`src/tcd_consts.svh`:
```
`ifndef TCD_CONSTS_SVH
`define TCD_CONSTS_SVH

// register byte addresses, address width
`define A_CTRL 8'h00
`define A_PKT 8'h04
`define A_STAT 8'h08
`define A_PPOS 8'h0C
`define A_CNT 8'h10
`define A_W 8

// control bits
`define C_CLR 0
`define C_CAL 1

// fixed header values
`define H_VER 3'h0
`define H_TYPE 1'h1
`define H_DFH 1'h1
`define H_APID 7'h47
`define H_CAT 4'hC
`define H_SEQF 2'h3
`define H_LEN 16'h0007
`define H_PUS 3'h0
`define H_CKF 1'h1
`define H_PTYPE 8'hC0
`define H_PAD 8'h00
`define SUB_PP 8'h0D
`define SUB_MIR 8'h66
`define ACK_PP 4'h9
`define ACK_MIR 4'h1

// mirror target codes
`define MIR_SPACE 2'h1
`define MIR_COLD 2'h3

// stored pulse position after reset
`define PP_DEFAULT 16'h019A

// checksum, ccitt polynomial, all-ones seed
`define CRC_POLY 16'h1021
`define CRC_INIT 16'hFFFF

// packet framing in bytes, last serial word bit in bits
`define PKT_LAST 4'hD
`define PEC_FIRST 4'hC
`define WORD_LAST 5'h0F

// serial half period: least time, rounded up
`define CLK_NS 10
`define SER_HALF_NS 50
`define SER_HALF_CYC 8'((`SER_HALF_NS + `CLK_NS - 1) / `CLK_NS)

`endif

```
`src/tcd_pkg.sv`:
```
package tcd_pkg;

	// gray codes along collect, check, send, calibrate
	typedef enum logic [1:0] {
		ST_COLLECT = 2'h0,
		ST_CHECK = 2'h1,
		ST_SEND = 2'h3,
		ST_CALGO = 2'h2
	} st_e_t;

	typedef struct packed {
		logic clk;
		logic data;
		logic frame;
	} ser_t;

	// packet image, first byte in the top bits
	typedef struct packed {
		logic [2:0] ver;
		logic ptype;
		logic dfh;
		logic [6:0] apid;
		logic [3:0] cat;
		logic [1:0] seqf;
		logic [13:0] seqc;
		logic [15:0] len;
		logic [2:0] pus;
		logic ckf;
		logic [3:0] ack;
		logic [7:0] svc;
		logic [7:0] sub;
		logic [7:0] pad;
		logic [15:0] data;
		logic [15:0] pec;
	} pkt_t;

endpackage

```
`src/telecommand_dispatch.sv`:
```
// Chosen here: the APB interface to the registers and the placing of the registers.
`timescale 1ns/1ps
`include "tcd_consts.svh"

module telecommand_dispatch
	import tcd_pkg::*;
(
	input wire logic pclk,
	input wire logic presetn,
	input wire logic ce,
	input wire logic psel,
	input wire logic penable,
	input wire logic pwrite,
	input wire logic [`A_W-1:0] paddr,
	input wire logic [31:0] pwdata,
	output logic pready,
	output logic [31:0] prdata,
	output logic pslverr,
	output ser_t ser_out,
	output logic [1:0] mirror_target,
	output logic mirror_move,
	output logic ack_accept,
	output logic ack_exec,
	output logic cal_start,
	output logic cmd_reject
);

	typedef struct packed {
		st_e_t state;
		logic [111:0] pbuf;
		logic [3:0] idx;
		logic [15:0] crc;
		logic [15:0] ppos;
		logic cal_pend;
		logic cal_run;
		logic [15:0] sh;
		logic [4:0] nbit;
		logic [7:0] div;
		ser_t ser;
		logic [1:0] mir;
		logic mir_move;
		logic ack_acc;
		logic ack_exe;
		logic cal_go;
		logic rej;
		logic last_ok;
		logic last_rej;
		logic [15:0] nacc;
		logic [15:0] nrej;
		logic pready;
		logic [31:0] prdata;
		logic pslverr;
	} state_t;

	state_t s_r;
	state_t s_nxt;
	pkt_t pkt;
	logic hdr_ok;
	logic pp_ok;
	logic mir_ok;
	logic wr_pkt;
	logic acc;
	logic cal_take;

	////////////////////////////////////////////////////////////////////////
	// helpers

	// bitwise ccitt update; one byte per call keeps the path short
	function automatic logic [15:0] crc_upd(input logic [15:0] c, input logic [7:0] d);
		logic [15:0] r;
		r = c;
		for (int i = 7; i >= 0; i--) begin
			if (r[15] ^ d[i]) begin
				r = {r[14:0], 1'b0} ^ `CRC_POLY;
			end else begin
				r = {r[14:0], 1'b0};
			end
		end
		return r;
	endfunction

	// sole word launcher
	// load a word into the serialiser, msb first, clock idle low
	function automatic state_t start_send(input state_t s, input logic [15:0] v);
		state_t t;
		t = s;
		t.state = ST_SEND;
		t.sh = v;
		t.nbit = '0;
		t.div = '0;
		t.ser.frame = 1'b1;
		t.ser.clk = 1'b0;
		t.ser.data = v[15];
		return t;
	endfunction

	////////////////////////////////////////////////////////////////////////
	// packet decode

	// header fields seen through the packed image
	always_comb begin
		pkt = pkt_t'(s_r.pbuf);
		hdr_ok = pkt.ver == `H_VER && pkt.ptype == `H_TYPE && pkt.dfh == `H_DFH
			&& pkt.apid == `H_APID && pkt.cat == `H_CAT && pkt.seqf == `H_SEQF
			&& pkt.len == `H_LEN && pkt.pus == `H_PUS && pkt.ckf == `H_CKF
			&& pkt.svc == `H_PTYPE && pkt.pad == `H_PAD
			&& pkt.pec == s_r.crc;
		pp_ok = hdr_ok && pkt.sub == `SUB_PP && pkt.ack == `ACK_PP;
		mir_ok = hdr_ok && pkt.sub == `SUB_MIR && pkt.ack == `ACK_MIR
			&& pkt.data >= 16'(`MIR_SPACE) && pkt.data <= 16'(`MIR_COLD);
	end

	// bytes are only taken while collecting; otherwise pready stalls
	assign wr_pkt = psel && pwrite && paddr == `A_PKT;
	assign acc = psel && penable && s_r.pready;
	assign cal_take = s_r.state == ST_COLLECT && s_r.idx == '0 && s_r.cal_pend;

	////////////////////////////////////////////////////////////////////////
	// next state

	always_comb begin
		s_nxt = s_r;
		s_nxt.mir_move = 1'b0;
		s_nxt.ack_acc = 1'b0;
		s_nxt.ack_exe = 1'b0;
		s_nxt.cal_go = 1'b0;
		s_nxt.rej = 1'b0;

		// apb answer, zero wait unless a packet byte must wait
		s_nxt.pready = psel && !s_r.pready && (!wr_pkt || s_r.state == ST_COLLECT);
		s_nxt.pslverr = 1'b0;
		s_nxt.prdata = '0;
		if (psel && !s_r.pready) begin
			unique case (paddr)
				`A_CTRL, `A_PKT: s_nxt.prdata = '0;
				`A_STAT: s_nxt.prdata = {21'h000000, s_r.mir, s_r.ser.frame,
					s_r.last_rej, s_r.last_ok, s_r.state != ST_COLLECT,
					s_r.cal_pend, s_r.idx};
				`A_PPOS: s_nxt.prdata = {16'h0000, s_r.ppos};
				`A_CNT: s_nxt.prdata = {s_r.nrej, s_r.nacc};
				default: s_nxt.pslverr = 1'b1;
			endcase
		end

		unique case (s_r.state)
			ST_COLLECT: begin
				// calibration first sends the stored position
				if (cal_take) begin
					s_nxt = start_send(s_nxt, s_r.ppos);
					s_nxt.cal_pend = 1'b0;
					s_nxt.cal_run = 1'b1;
				end
			end
			ST_CHECK: begin
				s_nxt.state = ST_COLLECT;
				s_nxt.crc = `CRC_INIT;
				if (pp_ok) begin
					s_nxt = start_send(s_nxt, pkt.data);
					s_nxt.ppos = pkt.data;
					s_nxt.cal_run = 1'b0;
				end else if (mir_ok) begin
					// drive mirror to the preset position
					s_nxt.mir = pkt.data[1:0];
					s_nxt.mir_move = 1'b1;
				end
				s_nxt.ack_acc = pp_ok || mir_ok;
				s_nxt.rej = !(pp_ok || mir_ok);
				s_nxt.last_ok = pp_ok || mir_ok;
				s_nxt.last_rej = !(pp_ok || mir_ok);
				if (pp_ok || mir_ok) begin
					s_nxt.nacc = s_r.nacc + 16'h0001;
				end else begin
					s_nxt.nrej = s_r.nrej + 16'h0001;
				end
			end
			ST_SEND: begin
				// data changes on falling edges, sampled on rising edges
				if (s_r.div == `SER_HALF_CYC - 8'h01) begin
					s_nxt.div = '0;
					if (!s_r.ser.clk) begin
						s_nxt.ser.clk = 1'b1;
					end else begin
						s_nxt.ser.clk = 1'b0;
						if (s_r.nbit == `WORD_LAST) begin
							s_nxt.ser.frame = 1'b0;
							s_nxt.ser.data = 1'b0;
							// execution acknowledged once a command word is out, not after a calibration word
							s_nxt.ack_exe = !s_r.cal_run;
							s_nxt.state = s_r.cal_run ? ST_CALGO : ST_COLLECT;
						end else begin
							s_nxt.nbit = s_r.nbit + 5'h01;
							s_nxt.sh = {s_r.sh[14:0], 1'b0};
							s_nxt.ser.data = s_r.sh[14];
						end
					end
				end else begin
					s_nxt.div = s_r.div + 8'h01;
				end
			end
			ST_CALGO: begin
				// calibration begins only after the word
				s_nxt.cal_go = 1'b1;
				s_nxt.cal_run = 1'b0;
				s_nxt.state = ST_COLLECT;
			end
		endcase

		// register writes; a new calibration request wins over its clear
		if (acc && pwrite) begin
			if (paddr == `A_CTRL) begin
				if (pwdata[`C_CLR]) begin
					s_nxt.idx = '0;
					s_nxt.crc = `CRC_INIT;
				end
				if (pwdata[`C_CAL]) begin
					s_nxt.cal_pend = 1'b1;
				end
			end else if (paddr == `A_PKT) begin
				s_nxt.pbuf = {s_r.pbuf[103:0], pwdata[7:0]};
				// checksum runs over all bytes ahead of the check word
				if (s_r.idx < `PEC_FIRST) begin
					s_nxt.crc = crc_upd(s_r.crc, pwdata[7:0]);
				end
				if (s_r.idx == `PKT_LAST) begin
					s_nxt.idx = '0;
					s_nxt.state = ST_CHECK;
				end else begin
					s_nxt.idx = s_r.idx + 4'h1;
				end
			end
		end
	end

	////////////////////////////////////////////////////////////////////////
	// state register

	// reset loads position 410 and mirror at space
	always_ff @(posedge pclk or negedge presetn) begin
		if (!presetn) begin
			s_r <= '0;
			s_r.ppos <= `PP_DEFAULT;
			s_r.mir <= `MIR_SPACE;
			s_r.crc <= `CRC_INIT;
		end else if (ce) begin
			s_r <= s_nxt;
		end
	end

	// outputs straight from the state register
	assign pready = s_r.pready;
	assign prdata = s_r.prdata;
	assign pslverr = s_r.pslverr;
	assign ser_out = s_r.ser;
	assign mirror_target = s_r.mir;
	assign mirror_move = s_r.mir_move;
	assign ack_accept = s_r.ack_acc;
	assign ack_exec = s_r.ack_exe;
	assign cal_start = s_r.cal_go;
	assign cmd_reject = s_r.rej;
endmodule
```
`config.mk`:
```
export PLATFORM = sky130hd
export DESIGN_NAME = telecommand_dispatch
export DESIGN_NICKNAME = d
export VERILOG_FILES = /design/src/tcd_pkg.sv /design/src/telecommand_dispatch.sv
export VERILOG_INCLUDE_DIRS = /design/src /design/src/src
export SDC_FILE = /design/constraint.sdc
export NUM_CORES = 1
export LEC_CHECK = 0
export ABC_CLOCK_PERIOD_IN_PS = 7500
export BUFFER_PORTS_ARGS = -buffer_cell sky130_fd_sc_hd__buf_4
export CAP_MARGIN = 20
export CORE_MARGIN = 4
export CORE_UTILIZATION = 38
export CTS_CLUSTER_DIAMETER = 200
export CTS_CLUSTER_SIZE = 12
export DETAILED_ROUTE_END_ITERATION = 12
export GPL_TIMING_DRIVEN = 0
export MAX_ROUTING_LAYER = met4
export SETUP_SLACK_MARGIN = 0.05
export SLEW_MARGIN = 20
export SYNTH_ARGS = -nofsm -noshare
export SYNTH_HDL_FRONTEND = slang
export SYNTH_SLANG_ARGS = --single-unit
export TNS_END_PERCENT = 30
```
`constraint.sdc`:
```
create_clock -name pclk -period 7.5 [get_ports pclk]
set_input_delay 0.375 -clock pclk [delete_from_list [all_inputs] [get_ports pclk]]
set_output_delay 0.375 -clock pclk [all_outputs]
set_load 0.02 [all_outputs]
```
* Word level (Yosys, flattened, before mapping)
Cells that the tools add are included.
** Word-level totals
- Bits in writable memories :: 0
- Memory bits (read-only) :: 0
- Register bits after elaboration :: 258
- Input port bits :: 46
- Logic and storage cells :: 212
- Output and inout port bits :: 44
- Memories :: 0
- Bits in latches :: 0
** Operators by class
- Magnitude comparators :: 3
- Multipliers :: 0
- Shift operators :: 0
- Divide/modulo/power cells :: 0
- Bitwise logic cells :: 19
- Mux-type cells :: 80
- Equal/unequal tests :: 26
- Add/subtract/negate cells :: 5
- Reduce and logical (&&, ||, !) cells :: 53
** Operators by type and width (count)
- $mux W16 :: 31
- $pmux W149 S2 :: 1
- $mux W134 :: 2
- $mux W259 :: 1
- $mux W184 :: 1
- $pmux W69 S2 :: 1
- $mux W114 :: 1
- $mux W13 :: 8
- $mux W20 :: 5
- $pmux W32 S3 :: 1
- $pmux W31 S3 :: 1
- $mux W33 :: 1
- $add A16 B1 Y16 const B :: 2
- $logic_and A1 B1 Y1 :: 26
- $eq A8 B4 Y1 const B :: 3
- $not A3 Y3 :: 8
- $reduce_and A4 Y1 :: 5
- $eq A16 B16 Y1 :: 1
- $eq A16 B3 Y1 const B :: 1
- $eq A8 B3 Y1 const B :: 2
- $ge A16 B1 Y1 const B :: 1
- $le A16 B2 Y1 const B :: 1
- $logic_not A8 Y1 :: 2
- $reduce_and A7 Y1 :: 2
- 36 further kinds :: 78

* Logic depth before layout (Yosys ltp)
- Depth after elaboration :: 48
- Depth in mapped cells :: 9
- Gate-level depth less buffers :: 8

* Worst setup path after synthesis
No wires, ideal clock.
- Path type :: register to register
- Start point :: reg s_r[78] in the netlist's numbering
- End point :: reg s_r[102] in the netlist's numbering
- Path slack :: 4966 ps
- Path buffers :: 1
- Library setup time :: 125 ps
- Stages on the path, launching flop included :: 9
- Clock period less this slack :: 2534 ps
- Data required time :: 7375 ps
- Arrival time :: 2409 ps
- Path through :: dfrtp_1 -> inv_1 -> ha_1 -> or4b_1 -> nor3_2 -> nand3_1 -> a211oi_4 -> buf_6 -> mux2_2
** Between the ends
- Word-level cells in the longest chain between the ends :: 3
** RTL lines
- from (decl) :: line telecommand_dispatch.sv:55 : state_t s_r;
- from (signal assigned) :: line telecommand_dispatch.sv:245 : s_r <= s_nxt;
- $eq A8 B3 Y1 :: line telecommand_dispatch.sv:178 : if (s_r.div == `SER_HALF_CYC - 8'h01) begin
- $ne A2 B2 Y1 (no line)
- $reduce_and A7 Y1 (no line)
Every way passes these cells.
A chain may end at the register's enable or synchronous reset.

* Worst setup path after layout
- Start point :: reg s_r[125] in the netlist's numbering
- End point :: reg s_r[104] in the netlist's numbering
** Between the ends
- Word-level cells in the longest chain between the ends :: 6
** RTL lines
- $eq A16 B16 Y1 :: line telecommand_dispatch.sv:107 : && pkt.pec == s_r.crc;
- $logic_and A1 B1 Y1 :: line telecommand_dispatch.sv:103 : hdr_ok = pkt.ver == `H_VER && pkt.ptype == `H_TYPE && pkt.dfh == `H_DFH
- $logic_and A1 B1 Y1 (no line) (2 in series)
- $ne A2 B2 Y1 (no line)
- $reduce_and A7 Y1 (no line)
Every way passes these cells.

==> summary.txt <==
Status - complete, no violations
Total power draw - 3.20 mW
Worst R2R Start - s_r[125]$_DFFE_PN1P_
# diodes - 0
Clk sinks - 258
Share of layout cells above drive strength 1 - 22.9%
Fin area - 0.0143 mm^2
Register-to-Register Path Depth - 7
Ys flop type - dfrtp_1
Slew @ Worst Pin - 872 ps
Vias per cell - 5.36
Row cnt - 66
CP Capture Type - flop
Root buffer cell - clkbuf_16
Total Nets Final - 1,277
Asr flop ratio synth - 100%
Final Hold Viols - 0
Mapped Avg Cell Area - 11.1 um^2
Commonest non-fill, non-tap cells in the layout - dfrtp_1 (236), nand2_1 (121), buf_4 (100), mux2_2 (93), o21ai_0 (78)
Synth warn - 0
DRC viols - 0
Power density cells - 223 mW/mm^2
Mapped Cells - 1,126
Number of setup buffers added after CTS - 0
F_max - 332 MHz
Gpl congestion - 0.875
Number of max-cap violations - 0
Vias in the first global route - 9,193
Crit-path max FO - 10
DRT iter0 DRCs - 594
Post-Syn Area - 0.0125 mm^2
Highest-delay cell along the critical path - nor4_4
Initial DRT Pass Iterations - 5
Met1 WL - 14.8 mm
Worst Hold End - pkt[6]$_DFFE_PN0P_
First-pass GRT wire length - 51.7 mm
Crit Path Category - flop to flop
Crit path launch - s_r[125]$_DFFE_PN1P_
Most common cell after layout, fill and taps aside - dfrtp_1
Final core occ - 44.1%
Worst skew pair latency - 550 ps
WL met3 - 1.51 mm
Static Leak - 6.54 nW
RSZ-0062 raised after global routing - no
Gr ovfl total - 0
Placed cells - 1,635
# fillers - 3,075
Die area - 0.0358 mm^2
Post-Route WL - 31.3 mm
HP Class - input port to flop
Slew margin rel. - 41.4%
Max H-tree Level - 1
Slew Limit Fails - 0
Critical R2R Capture - s_r[104]$_DFFE_PN0P_
Crit path buf inv count - 1
Remaining antenna violation count - 0
Worst path cell trace - xnor2_1, nand4_1, nor4_4, a31oi_4, a211oi_4, buf_6, mux2_2
EDFF count, synth - 0
Share of the yosys chip area belonging to registers - 52.0%
DP Wirelength - 22.6 mm
Final Skew - 36.7 ps
Crit path DAT - 3440 ps
Die W - 189 um
Netlist cell types - 74
FF/Latch Area - 0.00648 mm^2
Met2 wire len - 14.3 mm
Hold Crit Depth - 2
Clock-pin slew on the worst setup and hold paths - 60 ps
Shortest period the worst path allows - 3010 ps
Internal reg-to-reg setup slack - 4490 ps
Initial antenna violation count - 0
Core Footprint - 0.0325 mm^2
Setup TNS - 0 ps
Largest net degree at the start of global routing - 97
Family with the most delay on the worst path - simple AND/OR/NAND/NOR gates
Wire per inst - 18.6 um
Crit start category - flop
Required @ worst endpoint - 7930 ps
CTS Buffer Depth - 3
Crit. path cell count - 7
Placement-stage cell area - 0.0136 mm^2
Die height - 189 um
Ports - 90
Final setup fails - 0
Critical path's largest stage delay - 600 ps
I/O Buffers - 64
Area of the multi-input gates - 0.00531 mm^2
Layout area overhead - 14.8%
Syn nets - 1,182
Hold Startpoint - pwdata[6]
Initial Utilization - 38.4%
Period Utilization, post-route - 40.2%
Peak VDD IR - 0.000154 V
Hold-fix buffers, CTS - 1
Post-Layout Cell Count - 1,682
CTS buffer count - 25
CTS resizes - 0
CTS tree - yes
Highest metal used - met4
Vias - 9,016
Seq cells post-synth - 258
Total track usage - 18.2%
[cell type report]
type	count	share of cell area, %
inverters	37	0.970
multi-input cells	736	37.1
clock buffers	44	4.87
clock inverters	2	0.122
well taps	442	3.86
flip-flops and latches	258	45.3
plain buffers	95	3.71
repair buffers	68	4.06
[per-stage QoR]
step / setup slack [ps] / hold slack (ps)
2_1_floorplan: 4970 / 79.4
3_3_place_gp: 3820 / 446
3_5_place_dp: 4370 / 172
4_1_cts: 4470 / 95.3
5_1_grt: 4310 / 104
6_report: 4490 / 113
[registers in the layout, summed over array words and instances, names as in the netlist]
name and cells:
ack_accept 1, pready 1, s_r 102, ser_out 3
cal_start 1, pslverr 1, cmd_reject 1, mirror_target 2
ack_exec 1, prdata 32, mirror_move 1, pkt 112
[cells by family after synthesis]
group | Yosys count | share of synthesized area [%]
compound gates | 227 | 12.5
xor+xnor | 69 | 4.85
fa+ha+maj | 10 | 1.00
buf+inv | 132 | 5.38
flops | 258 | 52.0
mux | 109 | 9.74
simple gates | 321 | 14.5
[synthesized netlist by cell type (all sizes together) (3+ instances only)]
master | n | share of area (%)
buf | 53 | 3.0
and3 | 12 | 0.60
or4b | 3 | 0.27
nand3 | 27 | 1.1
o2bb2ai | 17 | 1.2
xor2 | 20 | 1.4
a31oi | 11 | 0.67
a32oi | 6 | 0.42
and4b | 3 | 0.24
dfstp | 22 | 4.6
mux2 | 99 | 8.9
ha | 10 | 1.0
nor4 | 23 | 1.8
o21ai | 78 | 3.1
nor2 | 39 | 1.2
xnor2 | 49 | 3.4
a21oi | 24 | 0.96
o211ai | 3 | 0.18
nand2 | 121 | 3.6
a211oi | 6 | 0.46
nand2b | 4 | 0.20
a2bb2oi | 3 | 0.21
nor4b | 10 | 0.70
nand4 | 28 | 1.5
clkbuf | 42 | 1.3
a22oi | 21 | 1.3
and2 | 5 | 0.25
o41ai | 10 | 0.70
nand3b | 4 | 0.24
o21a | 3 | 0.18
dfrtp | 236 | 47
a22o | 20 | 1.4
or2 | 3 | 0.17
nor4bb | 5 | 0.40
mux2i | 10 | 0.80
o31ai | 8 | 0.48
and4 | 9 | 0.63
nor3 | 15 | 0.84
inv | 36 | 1.1
[worst max path at each step]
| stage | end | slack, ps |
|---|---|---|
| floorplan | s_r[102]$_DFFE_PN0P_ | 4970 |
| global placement | pkt[84]$_DFFE_PN0P_ | 3820 |
| detailed placement | pkt[26]$_DFFE_PN0P_ | 4370 |
| CTS | s_r[104]$_DFFE_PN0P_ | 4470 |
| global route | s_r[124]$_DFFE_PN0P_ | 4310 |
| finish | s_r[104]$_DFFE_PN0P_ | 4490 |
[report_power, final]
group	switching, mW	internal [mW]	leakage [nW]
clock network	0.535	0.628	0.339
registers	0.0678	1.45	3.42
logic	0.315	0.196	2.79
total	0.918	2.28	6.54
[routing by layer]
| layer | GRT usage (%) | vias to the layer above |
|---|---|---|
| met4 | 4.43 | 0 |
| met5 | - | - |
| met1 | 26.1 | 4506 |
| li1 | - | 4230 |
| met3 | 2.30 | 49 |
| met2 | 27.6 | 231 |
[worst reg2reg max path, stage by stage (launching register included)]
cell      delay, ps
dfstp_2         580
xnor2_1         150
nand4_1         270
nor4_4          610
a31oi_4         240
a211oi_4        450
buf_6           230
mux2_2          350
Power figures use the tool's default switching activity.
